### src/rtl/uio_params.svh
// constants of the channel i/o port block: addresses, masks, reset values
// assumes an 8-bit parallel register bus with a 7-bit address
// Operation
// - change field reads zero when detection is off or pin drives out
// - port B upper change status: pins 6 and 4 flags and levels
// - port A level register returns all eight pin levels
// - port B level register returns pins 6, 4, 3, 2 and 0 only
// - enable bit set turns a pin's detector on; B bits 7,5,1 reserved
// - enabled detector keeps flagging changes while the pin is an output
// - two-bit field per pin, four fields per config register
// - port B pin 0 carries request-to-send or end of transmission per mode
// - code 00 only disables the driver; input and detector stay active
// - reset clears all config registers, all pins come up as inputs
// - an input pin is general input and alternate input at once
// - port A pin 3 and pin 1 field encodings
// - port A pin 2 and pin 0 field encodings
// - port A pin 7 and pin 6 field encodings
// - port A pin 4 and pin 5 field encodings
// - port B pin 3 and pin 0 encodings; bits 3:2 reserved
// - port B pin 2 encodings incl. counter 1 open-drain output
// - port B pin 6 and pin 4 encodings incl. interrupt open-drain outputs
// - port B upper config reads zero in bits 7:6 and 3:2
// - latch code drives the pin with the inverse of the latch bit
`ifndef UIO_PARAMS_SVH
`define UIO_PARAMS_SVH

// write addresses
`define UIO_WA_CFG0 7'h13
`define UIO_WA_CFG1 7'h14
`define UIO_WA_CFG2 7'h1b
`define UIO_WA_CFG3 7'h1c
`define UIO_A_ENA 7'h32
`define UIO_A_ENB 7'h3a
// read addresses
`define UIO_RA_CHG_AU 7'h13
`define UIO_RA_CHG_AL 7'h14
`define UIO_RA_LVL_A 7'h15
`define UIO_RA_CHG_BL 7'h1a
`define UIO_RA_CHG_BU 7'h1b
`define UIO_RA_CFG3 7'h1c
`define UIO_RA_LVL_B 7'h1d
`define UIO_RA_CFG0 7'h40
`define UIO_RA_CFG1 7'h41
`define UIO_RA_CFG2 7'h42
`define UIO_RA_CFG3B 7'h43

`define UIO_CFG_RST 8'h00
`define UIO_EN_RST 8'h00
// pins that exist on each port
`define UIO_PA_PINS 8'hff
`define UIO_PB_PINS 8'h5d
// pins with an alternate source on code 10 / code 11, and open-drain ones
`define UIO_PA_ALT10 8'h9c
`define UIO_PB_ALT10 8'h54
`define UIO_PB_OD10 8'h50
`define UIO_PB_ALT11 8'h0c
// readable bits of the port B config registers
`define UIO_CFG2_MASK 8'hf3
`define UIO_CFG3_MASK 8'h33
// detector priming: cycles before stage three holds a real sample
`define UIO_PRIME_DONE 2'h3
`define UIO_PRIME_W 2

`endif

### src/rtl/uio_pkg.sv
// types of the channel i/o port block
// assumes uio_params.svh provides the numeric constants
`default_nettype none
package uio_pkg;
  typedef enum logic [1:0] {
    UIO_IN = 2'h0,
    UIO_LATCH = 2'h1,
    UIO_ALT_A = 2'h2,
    UIO_ALT_B = 2'h3
  } uio_code_e;
endpackage
`default_nettype wire

### src/rtl/uio_chg_if.sv
// carrier between the port top and its change detector
// assumes one clock domain shared by both ends
`default_nettype none
interface uio_chg_if #(parameter int W = 8);
  logic [W-1:0] en;
  logic [W-1:0] clr;
  logic [W-1:0] lvl;
  logic [W-1:0] flag;
  modport det (input en, input clr, output lvl, output flag);
  modport ctl (output en, output clr, input lvl, input flag);
endinterface
`default_nettype wire

### src/rtl/uio_chg_det.sv
// per-pin synchroniser and sticky change-of-state detector
// assumes pins may be asynchronous; clear comes from a register read
`include "uio_params.svh"
`default_nettype none
module uio_chg_det #(
  parameter int W = 8
) (
  input wire logic ref_clk,
  input wire logic rst,
  input wire logic [W-1:0] pin_in,
  uio_chg_if.det chg
);
  logic [`UIO_PRIME_W-1:0] prime_r;
  logic primed;

  // no edge is trusted until stage three holds a real sample
  always_ff @(posedge ref_clk) begin
    if (rst) begin
      prime_r <= '0;
    end else if (prime_r != `UIO_PRIME_DONE) begin
      prime_r <= prime_r + 1'b1;
    end
  end
  assign primed = (prime_r == `UIO_PRIME_DONE);

  for (genvar i = 0; i < W; i++) begin : g_bit
    logic s1_r;
    logic s2_r;
    logic s3_r;
    logic set;
    logic flag_r;

    always_ff @(posedge ref_clk) begin
      if (rst) begin
        s1_r <= 1'b0;
        s2_r <= 1'b0;
        s3_r <= 1'b0;
      end else begin
        s1_r <= pin_in[i];
        s2_r <= s1_r;
        s3_r <= s2_r;
      end
    end

    // detector runs whatever the pin direction
    assign set = chg.en[i] && primed && (s2_r ^ s3_r);

    // set wins over a clear in the same cycle
    always_ff @(posedge ref_clk) begin
      if (rst) begin
        flag_r <= 1'b0;
      end else if (set) begin
        flag_r <= 1'b1;
      end else if (chg.clr[i]) begin
        flag_r <= 1'b0;
      end
    end

    assign chg.flag[i] = flag_r;
    assign chg.lvl[i] = s2_r;
  end
endmodule
`default_nettype wire

### src/rtl/uio_port_top.sv
// channel multipurpose i/o ports A and B with change detectors
// assumes a single-cycle read/write strobe bus; pins resolved outside
`include "uio_params.svh"
`default_nettype none
module uio_port_top #(
  parameter int NPIN = 8
) (
  input wire logic ref_clk,
  input wire logic rst,
  // register bus
  input wire logic [6:0] bus_addr,
  input wire logic [7:0] bus_wdata,
  input wire logic bus_wr,
  input wire logic bus_rd,
  output logic [7:0] bus_rdata,
  // pins
  input wire logic [NPIN-1:0] pa_in,
  output logic [NPIN-1:0] pa_out,
  output logic [NPIN-1:0] pa_oe,
  input wire logic [NPIN-1:0] pb_in,
  output logic [NPIN-1:0] pb_out,
  output logic [NPIN-1:0] pb_oe,
  // output latch contents and mode controls from the channel
  input wire logic [NPIN-1:0] output_latch_a,
  input wire logic [NPIN-1:0] output_latch_b,
  input wire logic rts_mode_en,
  input wire logic eot_mode_en,
  input wire logic request_to_send_n,
  input wire logic end_of_tx_n,
  // alternate sources driven onto pins
  input wire logic transmit_clock_16x,
  input wire logic transmit_clock_1x,
  input wire logic chb_transmit_clock_1x,
  input wire logic receive_clock_16x,
  input wire logic receive_clock_1x,
  input wire logic ct0_out,
  input wire logic ct1_out,
  input wire logic transmit_interrupt_out_n,
  input wire logic receive_interrupt_out_n,
  // alternate inputs taken from pins
  output logic clear_to_send_n,
  output logic transmit_clock_in,
  output logic receive_clock_in,
  output logic ct0_clock,
  output logic ct1_clock,
  output logic baud_generator_clock0,
  output logic baud_generator_clock1,
  output logic set_ready_n,
  output logic ring_indicator_n,
  output logic carrier_detect_n
);
  logic [7:0] pin_config_0_r;
  logic [7:0] pin_config_1_r;
  logic [7:0] pin_config_2_r;
  logic [7:0] pin_config_3_r;
  logic [7:0] en_a_r;
  logic [7:0] en_b_r;
  logic [15:0] cfg_a;
  logic [15:0] cfg_b;
  logic [NPIN-1:0] in_mode_a;
  logic [NPIN-1:0] in_mode_b;
  logic [NPIN-1:0] rep_a;
  logic [NPIN-1:0] rep_b;
  logic [NPIN-1:0] latch_b_eff;
  logic [NPIN-1:0] alt10_a;
  logic [NPIN-1:0] alt10_b;
  logic [NPIN-1:0] alt11_b;
  logic [NPIN-1:0] pa_out_nxt;
  logic [NPIN-1:0] pa_oe_nxt;
  logic [NPIN-1:0] pb_out_nxt;
  logic [NPIN-1:0] pb_oe_nxt;
  logic [NPIN-1:0] clr_a;
  logic [NPIN-1:0] clr_b;
  logic [7:0] rdata_nxt;
  logic wr_cfg0;
  logic wr_cfg1;
  logic wr_cfg2;
  logic wr_cfg3;

  uio_chg_if #(.W(NPIN)) chg_a ();
  uio_chg_if #(.W(NPIN)) chg_b ();

  uio_chg_det #(.W(NPIN)) u_det_a (
    .ref_clk(ref_clk),
    .rst(rst),
    .pin_in(pa_in),
    .chg(chg_a.det)
  );

  uio_chg_det #(.W(NPIN)) u_det_b (
    .ref_clk(ref_clk),
    .rst(rst),
    .pin_in(pb_in),
    .chg(chg_b.det)
  );

  // ---- configuration registers
  assign wr_cfg0 = bus_wr && (bus_addr == `UIO_WA_CFG0);
  assign wr_cfg1 = bus_wr && (bus_addr == `UIO_WA_CFG1);
  assign wr_cfg2 = bus_wr && (bus_addr == `UIO_WA_CFG2);
  assign wr_cfg3 = bus_wr && (bus_addr == `UIO_WA_CFG3);

  always_ff @(posedge ref_clk) begin
    if (rst) begin
      pin_config_0_r <= `UIO_CFG_RST;
      pin_config_1_r <= `UIO_CFG_RST;
    end else begin
      if (wr_cfg0) begin
        pin_config_0_r <= bus_wdata;
      end
      if (wr_cfg1) begin
        pin_config_1_r <= bus_wdata;
      end
    end
  end

  // reserved port B fields are never stored
  always_ff @(posedge ref_clk) begin
    if (rst) begin
      pin_config_2_r <= `UIO_CFG_RST;
      pin_config_3_r <= `UIO_CFG_RST;
    end else begin
      if (wr_cfg2) begin
        pin_config_2_r <= bus_wdata & `UIO_CFG2_MASK;
      end
      if (wr_cfg3) begin
        pin_config_3_r <= bus_wdata & `UIO_CFG3_MASK;
      end
    end
  end

  // ---- change detect enables
  always_ff @(posedge ref_clk) begin
    if (rst) begin
      en_a_r <= `UIO_EN_RST;
      en_b_r <= `UIO_EN_RST;
    end else if (bus_wr) begin
      if (bus_addr == `UIO_A_ENA) begin
        en_a_r <= bus_wdata;
      end
      if (bus_addr == `UIO_A_ENB) begin
        en_b_r <= bus_wdata & `UIO_PB_PINS;
      end
    end
  end

  assign chg_a.en = en_a_r;
  assign chg_b.en = en_b_r;

  // ---- per-pin field decode
  assign cfg_a = {pin_config_1_r, pin_config_0_r};
  assign cfg_b = {pin_config_3_r, pin_config_2_r};

  // pin 0 of port B follows the mode-driven line when one is selected
  always_comb begin
    latch_b_eff = output_latch_b;
    if (rts_mode_en) begin
      latch_b_eff[0] = ~request_to_send_n;
    end else if (eot_mode_en) begin
      latch_b_eff[0] = ~end_of_tx_n;
    end
  end

  // code 10 sources per pin
  assign alt10_a = {chb_transmit_clock_1x, 2'h0, receive_clock_16x,
                    transmit_clock_16x, transmit_clock_1x, 2'h0};
  assign alt10_b = {1'b0, transmit_interrupt_out_n, 1'b0,
                    receive_interrupt_out_n, 1'b0, receive_clock_1x, 2'h0};
  // code 11 sources per pin
  assign alt11_b = {4'h0, ct0_out, ct1_out, 2'h0};

  // {oe, out} for one pin; open-drain pulls low only
  function automatic logic [1:0] pin_drive(
    input logic [1:0] code,
    input logic exists,
    input logic latch,
    input logic v10,
    input logic od10,
    input logic s10,
    input logic v11,
    input logic s11
  );
    logic [1:0] r;
    r = 2'h0;
    unique case (uio_pkg::uio_code_e'(code))
      uio_pkg::UIO_IN: begin
        r = 2'h0;
      end
      uio_pkg::UIO_LATCH: begin
        if (exists) begin
          r = {1'b1, ~latch};
        end
      end
      uio_pkg::UIO_ALT_A: begin
        if (v10 && od10) begin
          r = {~s10, 1'b0};
        end else if (v10) begin
          r = {1'b1, s10};
        end
      end
      uio_pkg::UIO_ALT_B: begin
        if (v11) begin
          r = {~s11, 1'b0};
        end
      end
    endcase
    return r;
  endfunction

  for (genvar i = 0; i < NPIN; i++) begin : g_pin
    logic [1:0] da;
    logic [1:0] db;
    localparam logic [7:0] PA_PINS = `UIO_PA_PINS;
    localparam logic [7:0] PB_PINS = `UIO_PB_PINS;
    localparam logic [7:0] PA_ALT10 = `UIO_PA_ALT10;
    localparam logic [7:0] PB_ALT10 = `UIO_PB_ALT10;
    localparam logic [7:0] PB_OD10 = `UIO_PB_OD10;
    localparam logic [7:0] PB_ALT11 = `UIO_PB_ALT11;

    // port A: clocks on pins 2,3,4,7 under code 10
    assign da = pin_drive(cfg_a[2*i+1:2*i], PA_PINS[i], output_latch_a[i],
                          PA_ALT10[i], 1'b0, alt10_a[i], 1'b0,
                          1'b0);
    // port B: interrupts and counter outputs are open-drain
    assign db = pin_drive(cfg_b[2*i+1:2*i], PB_PINS[i], latch_b_eff[i],
                          PB_ALT10[i], PB_OD10[i], alt10_b[i],
                          PB_ALT11[i], alt11_b[i]);
    assign pa_oe_nxt[i] = da[1];
    assign pa_out_nxt[i] = da[0];
    assign pb_oe_nxt[i] = db[1];
    assign pb_out_nxt[i] = db[0];
    assign in_mode_a[i] = (cfg_a[2*i+1:2*i] == uio_pkg::UIO_IN);
    assign in_mode_b[i] = (cfg_b[2*i+1:2*i] == uio_pkg::UIO_IN);
  end

  always_ff @(posedge ref_clk) begin
    if (rst) begin
      pa_out <= '0;
      pa_oe <= '0;
      pb_out <= '0;
      pb_oe <= '0;
    end else begin
      pa_out <= pa_out_nxt;
      pa_oe <= pa_oe_nxt;
      pb_out <= pb_out_nxt;
      pb_oe <= pb_oe_nxt;
    end
  end

  // ---- alternate inputs, live whatever the pin code
  always_ff @(posedge ref_clk) begin
    if (rst) begin
      clear_to_send_n <= 1'b0;
      transmit_clock_in <= 1'b0;
      receive_clock_in <= 1'b0;
      ct0_clock <= 1'b0;
      ct1_clock <= 1'b0;
      baud_generator_clock0 <= 1'b0;
      baud_generator_clock1 <= 1'b0;
    end else begin
      clear_to_send_n <= chg_a.lvl[0];
      ct0_clock <= chg_a.lvl[2];
      transmit_clock_in <= chg_a.lvl[3];
      receive_clock_in <= chg_a.lvl[4];
      baud_generator_clock0 <= chg_a.lvl[4];
      baud_generator_clock1 <= chg_a.lvl[6];
      ct1_clock <= chg_a.lvl[7];
    end
  end

  always_ff @(posedge ref_clk) begin
    if (rst) begin
      set_ready_n <= 1'b0;
      ring_indicator_n <= 1'b0;
      carrier_detect_n <= 1'b0;
    end else begin
      set_ready_n <= chg_b.lvl[2];
      ring_indicator_n <= chg_b.lvl[6];
      carrier_detect_n <= chg_b.lvl[4];
    end
  end

  // ---- change reporting: hidden while disabled or driving
  assign rep_a = chg_a.flag & en_a_r & in_mode_a;
  assign rep_b = chg_b.flag & en_b_r & in_mode_b & `UIO_PB_PINS;

  // reading a change register clears every flag of its pins, reported or hidden
  always_comb begin
    clr_a = '0;
    clr_b = '0;
    if (bus_rd) begin
      unique case (bus_addr)
        `UIO_RA_CHG_AU: clr_a[7:4] = 4'hf;
        `UIO_RA_CHG_AL: clr_a[3:0] = 4'hf;
        `UIO_RA_CHG_BU: begin
          clr_b[6] = 1'b1;
          clr_b[4] = 1'b1;
        end
        `UIO_RA_CHG_BL: begin
          clr_b[3] = 1'b1;
          clr_b[2] = 1'b1;
          clr_b[0] = 1'b1;
        end
        default: begin
          clr_a = '0;
        end
      endcase
    end
  end

  assign chg_a.clr = clr_a;
  assign chg_b.clr = clr_b;

  // ---- read mux
  always_comb begin
    rdata_nxt = 8'h00;
    unique case (bus_addr)
      `UIO_RA_CHG_AU: rdata_nxt = {rep_a[7:4], chg_a.lvl[7:4]};
      `UIO_RA_CHG_AL: rdata_nxt = {rep_a[3:0], chg_a.lvl[3:0]};
      `UIO_RA_LVL_A: rdata_nxt = chg_a.lvl;
      `UIO_RA_CHG_BU: begin
        rdata_nxt = {1'b0, rep_b[6], 1'b0, rep_b[4],
                     1'b0, chg_b.lvl[6], 1'b0, chg_b.lvl[4]};
      end
      `UIO_RA_CHG_BL: begin
        rdata_nxt = {rep_b[3], rep_b[2], 1'b0, rep_b[0],
                     chg_b.lvl[3], chg_b.lvl[2], 1'b0, chg_b.lvl[0]};
      end
      `UIO_RA_LVL_B: rdata_nxt = chg_b.lvl & `UIO_PB_PINS;
      `UIO_A_ENA: rdata_nxt = en_a_r;
      `UIO_A_ENB: rdata_nxt = en_b_r;
      `UIO_RA_CFG0: rdata_nxt = pin_config_0_r;
      `UIO_RA_CFG1: rdata_nxt = pin_config_1_r;
      `UIO_RA_CFG2: rdata_nxt = pin_config_2_r;
      `UIO_RA_CFG3: rdata_nxt = pin_config_3_r;
      `UIO_RA_CFG3B: rdata_nxt = pin_config_3_r;
      default: rdata_nxt = 8'h00;
    endcase
  end

  always_ff @(posedge ref_clk) begin
    if (rst) begin
      bus_rdata <= 8'h00;
    end else if (bus_rd) begin
      bus_rdata <= rdata_nxt;
    end
  end
endmodule
`default_nettype wire

### config.mk
export PLATFORM = sky130hd
export DESIGN_NAME = uio_port_top
export DESIGN_NICKNAME = d
export VERILOG_FILES = /design/src/rtl/uio_pkg.sv /design/src/rtl/uio_chg_if.sv /design/src/rtl/uio_chg_det.sv /design/src/rtl/uio_port_top.sv
export VERILOG_INCLUDE_DIRS = /design/src /design/src/rtl
export SDC_FILE = /design/constraint.sdc
export NUM_CORES = 1
export LEC_CHECK = 0
export ABC_CLOCK_PERIOD_IN_PS = 3750
export BUFFER_PORTS_ARGS = -buffer_cell sky130_fd_sc_hd__buf_2
export CORE_UTILIZATION = 31
export CTS_CLUSTER_DIAMETER = 80
export DETAILED_ROUTE_END_ITERATION = 12
export HOLD_SLACK_MARGIN = 0.06
export PLACE_DENSITY_LB_ADDON = 0.05
export SLEW_MARGIN = 10
export SYNTH_ARGS = -nofsm -noshare
export SYNTH_HDL_FRONTEND = slang
export SYNTH_SLANG_ARGS = --single-unit
### constraint.sdc
create_clock -name ref_clk -period 3.75 [get_ports ref_clk]
set_clock_uncertainty 0.05 [all_clocks]
set_input_delay 0.1875 -clock ref_clk [delete_from_list [all_inputs] [get_ports ref_clk]]
set_output_delay 0.1875 -clock ref_clk [all_outputs]
set_load 0.1 [all_outputs]
---- Yosys cells after proc, flatten, opt, wreduce, memory -nomap -nowiden ----
Cells that the tools add are included.
word-level totals
  register bits ........................... 135
  latch bits .............................. 0
  bits in writable memories ............... 0
  ROM bits ................................ 0
  bits of input ports ..................... 64
  word-level logic and storage cells ...... 269
  memories kept ........................... 0
cells by class
  add/sub/neg operators ................... 2
  multipliers ............................. 0
  div/mod/pow operators ................... 0
  magnitude comparators ................... 0
  equal/unequal tests ..................... 39
  shifts and indexed selects .............. 0
  multiplexer cells ....................... 51
  bitwise operators ....................... 41
  reductions and logical operators ........ 64
operators by type and width
  kind                                            number
  one-hot mux 8 bit (12 select lines)             1
  == test 7 x 5 -> 1 bit (second input constant)  7
  two-way mux 1 bit                               32
  logical AND 1 bit                               30
  == test 7 bit (second input constant)           4
  one-hot mux 2 bit (2 select lines)              7
  == test 2 x 1 -> 1 bit (second input constant)  13
  logical NOT 2 bit                               13
  nonzero test 2 bit                              13
  NOT 1 bit                                       24
  == test 2 bit (second input constant)           11
  bitwise AND 8 bit                               2
  bitwise AND 7 bit                               2
  == test 7 x 6 -> 1 bit (second input constant)  2
  XOR 1 bit                                       13
  two-way mux 2 bit                               6
  OR reduction 2 bit                              6
  two-way mux 4 bit                               2
  two-way mux 8 bit                               1
  one-hot mux 2 bit (4 select lines)              1
  adder 2 x 1 -> 2 bit (second input constant)    2
  inequality test 2 bit (second input constant)   2
  AND reduction 2 bit                             2
  two-way mux 3 bit                               1

---- Longest topological paths before layout ----
  depth after elaboration ................. 5
  depth in mapped cells ................... 7
  mapped depth without buffers ............ 7

---- Hierarchy ----
From an unflattened synthesis, not the netlist that was laid out.
second synthesis, totals
  cell total of the unflattened synthesis .. 677
  area, all modules ....................... 6510.0 um^2
modules (own cells, without submodules)
  module        times used  cells each  area each (um^2)  sequential area each (um^2)
  uio_port_top  1           445         4000.1            1641.6
  uio_chg_det   2           116         1255.0            680.7

---- Worst setup path before layout ----
No wires, ideal clock.
  path kind ............................... register -> register
  start point ............................. reg bus_rdata[4] (netlist name)
  end point ............................... reg bus_rdata[4]
  data arrival time ....................... 1552 ps
  data required time ...................... 3605 ps
  setup slack ............................. 2053 ps
  cell stages (with the launch flop) ...... 6
  period minus slack after synthesis ...... 1697 ps
  path through ............................ dfxtp_1 > nor2b_1 > a41oi_1 > o41ai_1 > nor4_1 > a221oi_1
RTL lines
  item                  RTL line             text
  to (signal assigned)  uio_port_top.sv:345  bus_rdata <= rdata_nxt;
  to (decl)             uio_port_top.sv:15   output logic [7:0] bus_rdata,

---- Worst setup path in the final report ----
  start point ............................. in request_to_send_n
  end point ............................... reg pb_out[0]
on the way
  longest elaborated chain between the ends .. 3
RTL lines
  item                  RTL line             text
  from (decl)           uio_port_top.sv:28   input wire logic request_to_send_n,
  NOT 1 bit             uio_port_top.sv:158  latch_b_eff[0] = ~request_to_send_n;
  two-way mux 1 bit     uio_port_top.sv:157  if (rts_mode_en) begin
  NOT 1 bit             uio_port_top.sv:191  r = {1'b1, ~latch};
  to (signal assigned)  uio_port_top.sv:245  pb_out <= pb_out_nxt;
  to (decl)             uio_port_top.sv:21   output logic [NPIN-1:0] pb_out,
No other way between the ends.
A chain may end at the register's enable or synchronous reset.

==> results.toml <==
[clock_network]
cts_resized = 0
htree_levels = 4
root_buffer = "clkbuf_16"
worstSkewPairLatency_ns = 0.42
cts_buffer_depth = 2
holdBufCountCts = 42
cts_tree = "done"
clock_sinks = 129
postCtsSetupBuffers = 0
path_clk_slew_ns = 0.06
cts_buffers = 17

[global_routing]
track_usage = 0.194
first_global_vias = 4528
antenna_found_initial = 0
grt_pass1_wl_um = 26200
overflow = 0
grt_max_degree = 67

[route]
wl_per_cell_um = 17.9
drt-pass1-iter-count = 5
via_per_inst = 4.99
wl_um = 17400
initialDrtViolationCount = 247
drtAntennaViolNets = 0
vias = 4852
route.detailed.drc = 0

[layout]
diodes = 0
areaGrowthSynthToFinish_pct = 29.9
nets = 818
drive_above_1_share = 0.201

[sta]
rsz0062_at_grt = "false"
setup_ws_ns = 1.83
relSlewSlack = 0.508
period_needed_ns = 1.92
period_share = 0.513
hold_viol_final = 0
timing.fmax_mhz = 520
setup_viol = 0
worst_slew_pin_slew_ns = 0.738
drv_slew = 0
tns_ns = 0

[logic_synthesis]
yosysWarnings = 0
synth_flop_cell = "dfxtp_1"
yosysSeqAreaShare = 0.462
synthTopCellsByArea = "dfxtp_1 (46%), nor2b_1 (5.9%), ha_1 (4.5%)"
ys_seq_elements = 129
synth_area_mm2 = 0.00559
syn_avg_cell_area_um2 = 9.28
ys_types = 70
synth_top_area_share = 0.462
yosys.area.top_type = "dfxtp_1"
syn_inst = 602
async_flop_share = 0
synth_edf_count = 0

[floorplan]
num_io_pins = 114
core_mm2 = 0.0175
initial_core_util = 0.320
die_h_um = 136
rows = 48
die_w_um = 136
die_area_mm2 = 0.0186

[worst_setup_path]
cp_max_fo = 1
r2r_cells = 5
start_kind = "input port"
cp_cell_sequence = "dlygate4sd3_1, buf_2, nand2_1, dlygate4sd3_1, o21ai_0, dlygate4sd3_1, and2_1"
worstPathArrival_ns = 2.19
timing.critical_path.mode_cell = "dlygate4sd3_1"
crit_required_ns = 4.02
r2r_slack_ns = 1.94
crit_type = "in -> reg"
crit_buf_inv = 4
critPathCaptureType = "register"
critPathSlowestCell = "dlygate4sd3_1"
max_stage_delay_ns = 0.55
rr_startpoint = "pin_config_0_r[7]"
cp_top_family = "buffers and inverters"
r2r-end = "pa_out[3]"

[hold_path]
worstHoldPathCells = 3
worstHoldStart = "bus_wdata[6]"
hold_class = "in -> reg"
hold_end = "pin_config_0_r[6]"

[placed_design]
gp_congestion = 0.898
portBuffers = 101
place_hpwl_um = 12300
dp_slack_ns = 1.42

[pwr]
leakage_nw = 2.96
powerDensity_mw_per_mm2 = 471
ir_drop_mv = 0.308

[run]
maxCapViolCount = 0

[status]
status = "complete, no violations"
==> layer usage <==
metal,global-route usage,part of all wire,vias to the layer above
li1,-,-,2370
met1,0.257,0.46,2300
met2,0.305,0.46,166
met3,0.0515,0.067,16
met4,0.0642,0.014,0
met5,0,0,-
==> layout by cell type, fill, tap and decap left out, types with 3 or more instances in the layout <==
cell type | synthesis | routed
dfxtp_1 | 129 | 129
buf_2 | 7 | 100
nand2_1 | 63 | 63
nor2b_1 | 53 | 53
a21oi_1 | 42 | 42
dlygate4sd3_1 | 0 | 42
nor2_1 | 39 | 39
nand3_1 | 36 | 36
mux2i_1 | 20 | 20
ha_1 | 20 | 20
clkbuf_16 | 0 | 17
inv_1 | 16 | 16
xor2_1 | 15 | 15
a32oi_1 | 14 | 14
nand4_1 | 10 | 10
nor3b_1 | 9 | 9
nand2b_1 | 6 | 6
o21ai_0 | 6 | 6
conb_1 | 1 | 6
a21boi_0 | 5 | 5
buf_4 | 11 | 5
o22ai_1 | 4 | 4
a22oi_1 | 4 | 4
clkinv_4 | 0 | 4
and3b_1 | 3 | 3
and2_1 | 3 | 3
nor3_1 | 3 | 3
a2bb2oi_1 | 3 | 3
a211oi_1 | 3 | 3
nor4_1 | 3 | 3
clkinvlp_4 | 0 | 3
inv_6 | 0 | 3
bufinv_16 | 0 | 3
==> power breakdown <==
group	internal (W)	total (W)	leakage, nW	switching (W)
clock	0.00107	0.00173	0.294	0.000663
sequential	0.00140	0.00142	1.05	0.0000191
combinational	0.0000958	0.000267	1.62	0.000171
==> cells by family (layout without fill, tap and decap cells) <==
kind of cell | count (synthesis) | count (layout) | share of synthesized area
flip-flops | 129 | 129 | 0.462
other | 1 | 6 | 0.000671
XOR/XNOR | 15 | 15 | 0.0235
buffers and inverters | 56 | 196 | 0.0479
AND/OR/NAND/NOR | 251 | 251 | 0.246
adder cells (fa/ha/maj) | 20 | 20 | 0.0448
multiplexers | 20 | 20 | 0.0358
AO/OA/AOI/OAI | 110 | 110 | 0.139
==> metrics by stage <==
stage	area, µm²	power (W)	utilization	instances	hold slack (ns)
3_3_place_gp	6220	0.00168	0.356	898	0.296
5_1_grt	7260	0.00354	0.415	972	0.0750
6_report	7260	0.00342	0.415	972	0.0812
4_1_cts	7260	0.00346	0.415	972	0.0666
2_1_floorplan	5610	0.00161	-	607	0.209
3_5_place_dp	6220	0.00168	0.356	898	0.302
==> synthesized netlist by cell type, types with 4 or more instances <==
library cell / n
nand2b_1: 6
nor3b_1: 9
nand2_1: 63
nor2_1: 39
nand3_1: 36
o22ai_1: 4
a22oi_1: 4
o21ai_0: 6
a21oi_1: 42
buf_4: 11
nor2b_1: 53
ha_1: 20
a32oi_1: 14
xor2_1: 15
nand4_1: 10
a21boi_0: 5
dfxtp_1: 129
mux2i_1: 20
inv_1: 16
buf_2: 7
clkbuf_1: 18
==> how the worst max path moves through the flow <==
stage / startpoint / end / slack, ns / cells after the start
floorplan: bus_rdata[4] / bus_rdata[4] / 2.05 / 5
global placement: bus_addr[0] / bus_rdata[4] / 1.46 / 7
detailed placement: bus_addr[1] / bus_rdata[4] / 1.42 / 7
CTS: request_to_send_n / pb_out[0] / 1.86 / 7
global route: bus_addr[5] / pin_config_0_r[1] / 1.69 / 6
finish: request_to_send_n / pb_out[0] / 1.83 / 7
==> registers in the layout, summed over array words and instances, names as in the netlist, 6 cells and up <==
register,count
pa_out,8
pin_config_2_r,6
chg_a.en,8
pa_oe,8
bus_rdata,8
u_det_a.g_bit.flag_r,8
u_det_a.g_bit.s2_r,8
pin_config_0_r,8
u_det_a.g_bit.s3_r,8
u_det_a.g_bit.s1_r,8
pin_config_1_r,8
==> final cells by class <==
| cell class | count | area [µm²] |
|---|---|---|
| fillers | 1756 | 10200 |
| multi-input cells | 422 | 2760 |
| flip-flops and latches | 129 | 2580 |
| repair buffers | 147 | 958 |
| clock buffers | 18 | 439 |
| well taps | 225 | 282 |
| clock inverters | 14 | 179 |
| inverters | 17 | 63.8 |
==> worst min-delay path, cell delays in order <==
cell	delay (ns)
buf_2	0.17
nand3_1	0.09
a21oi_1	0.05
Note: power is estimated with default switching activity, not from simulation.
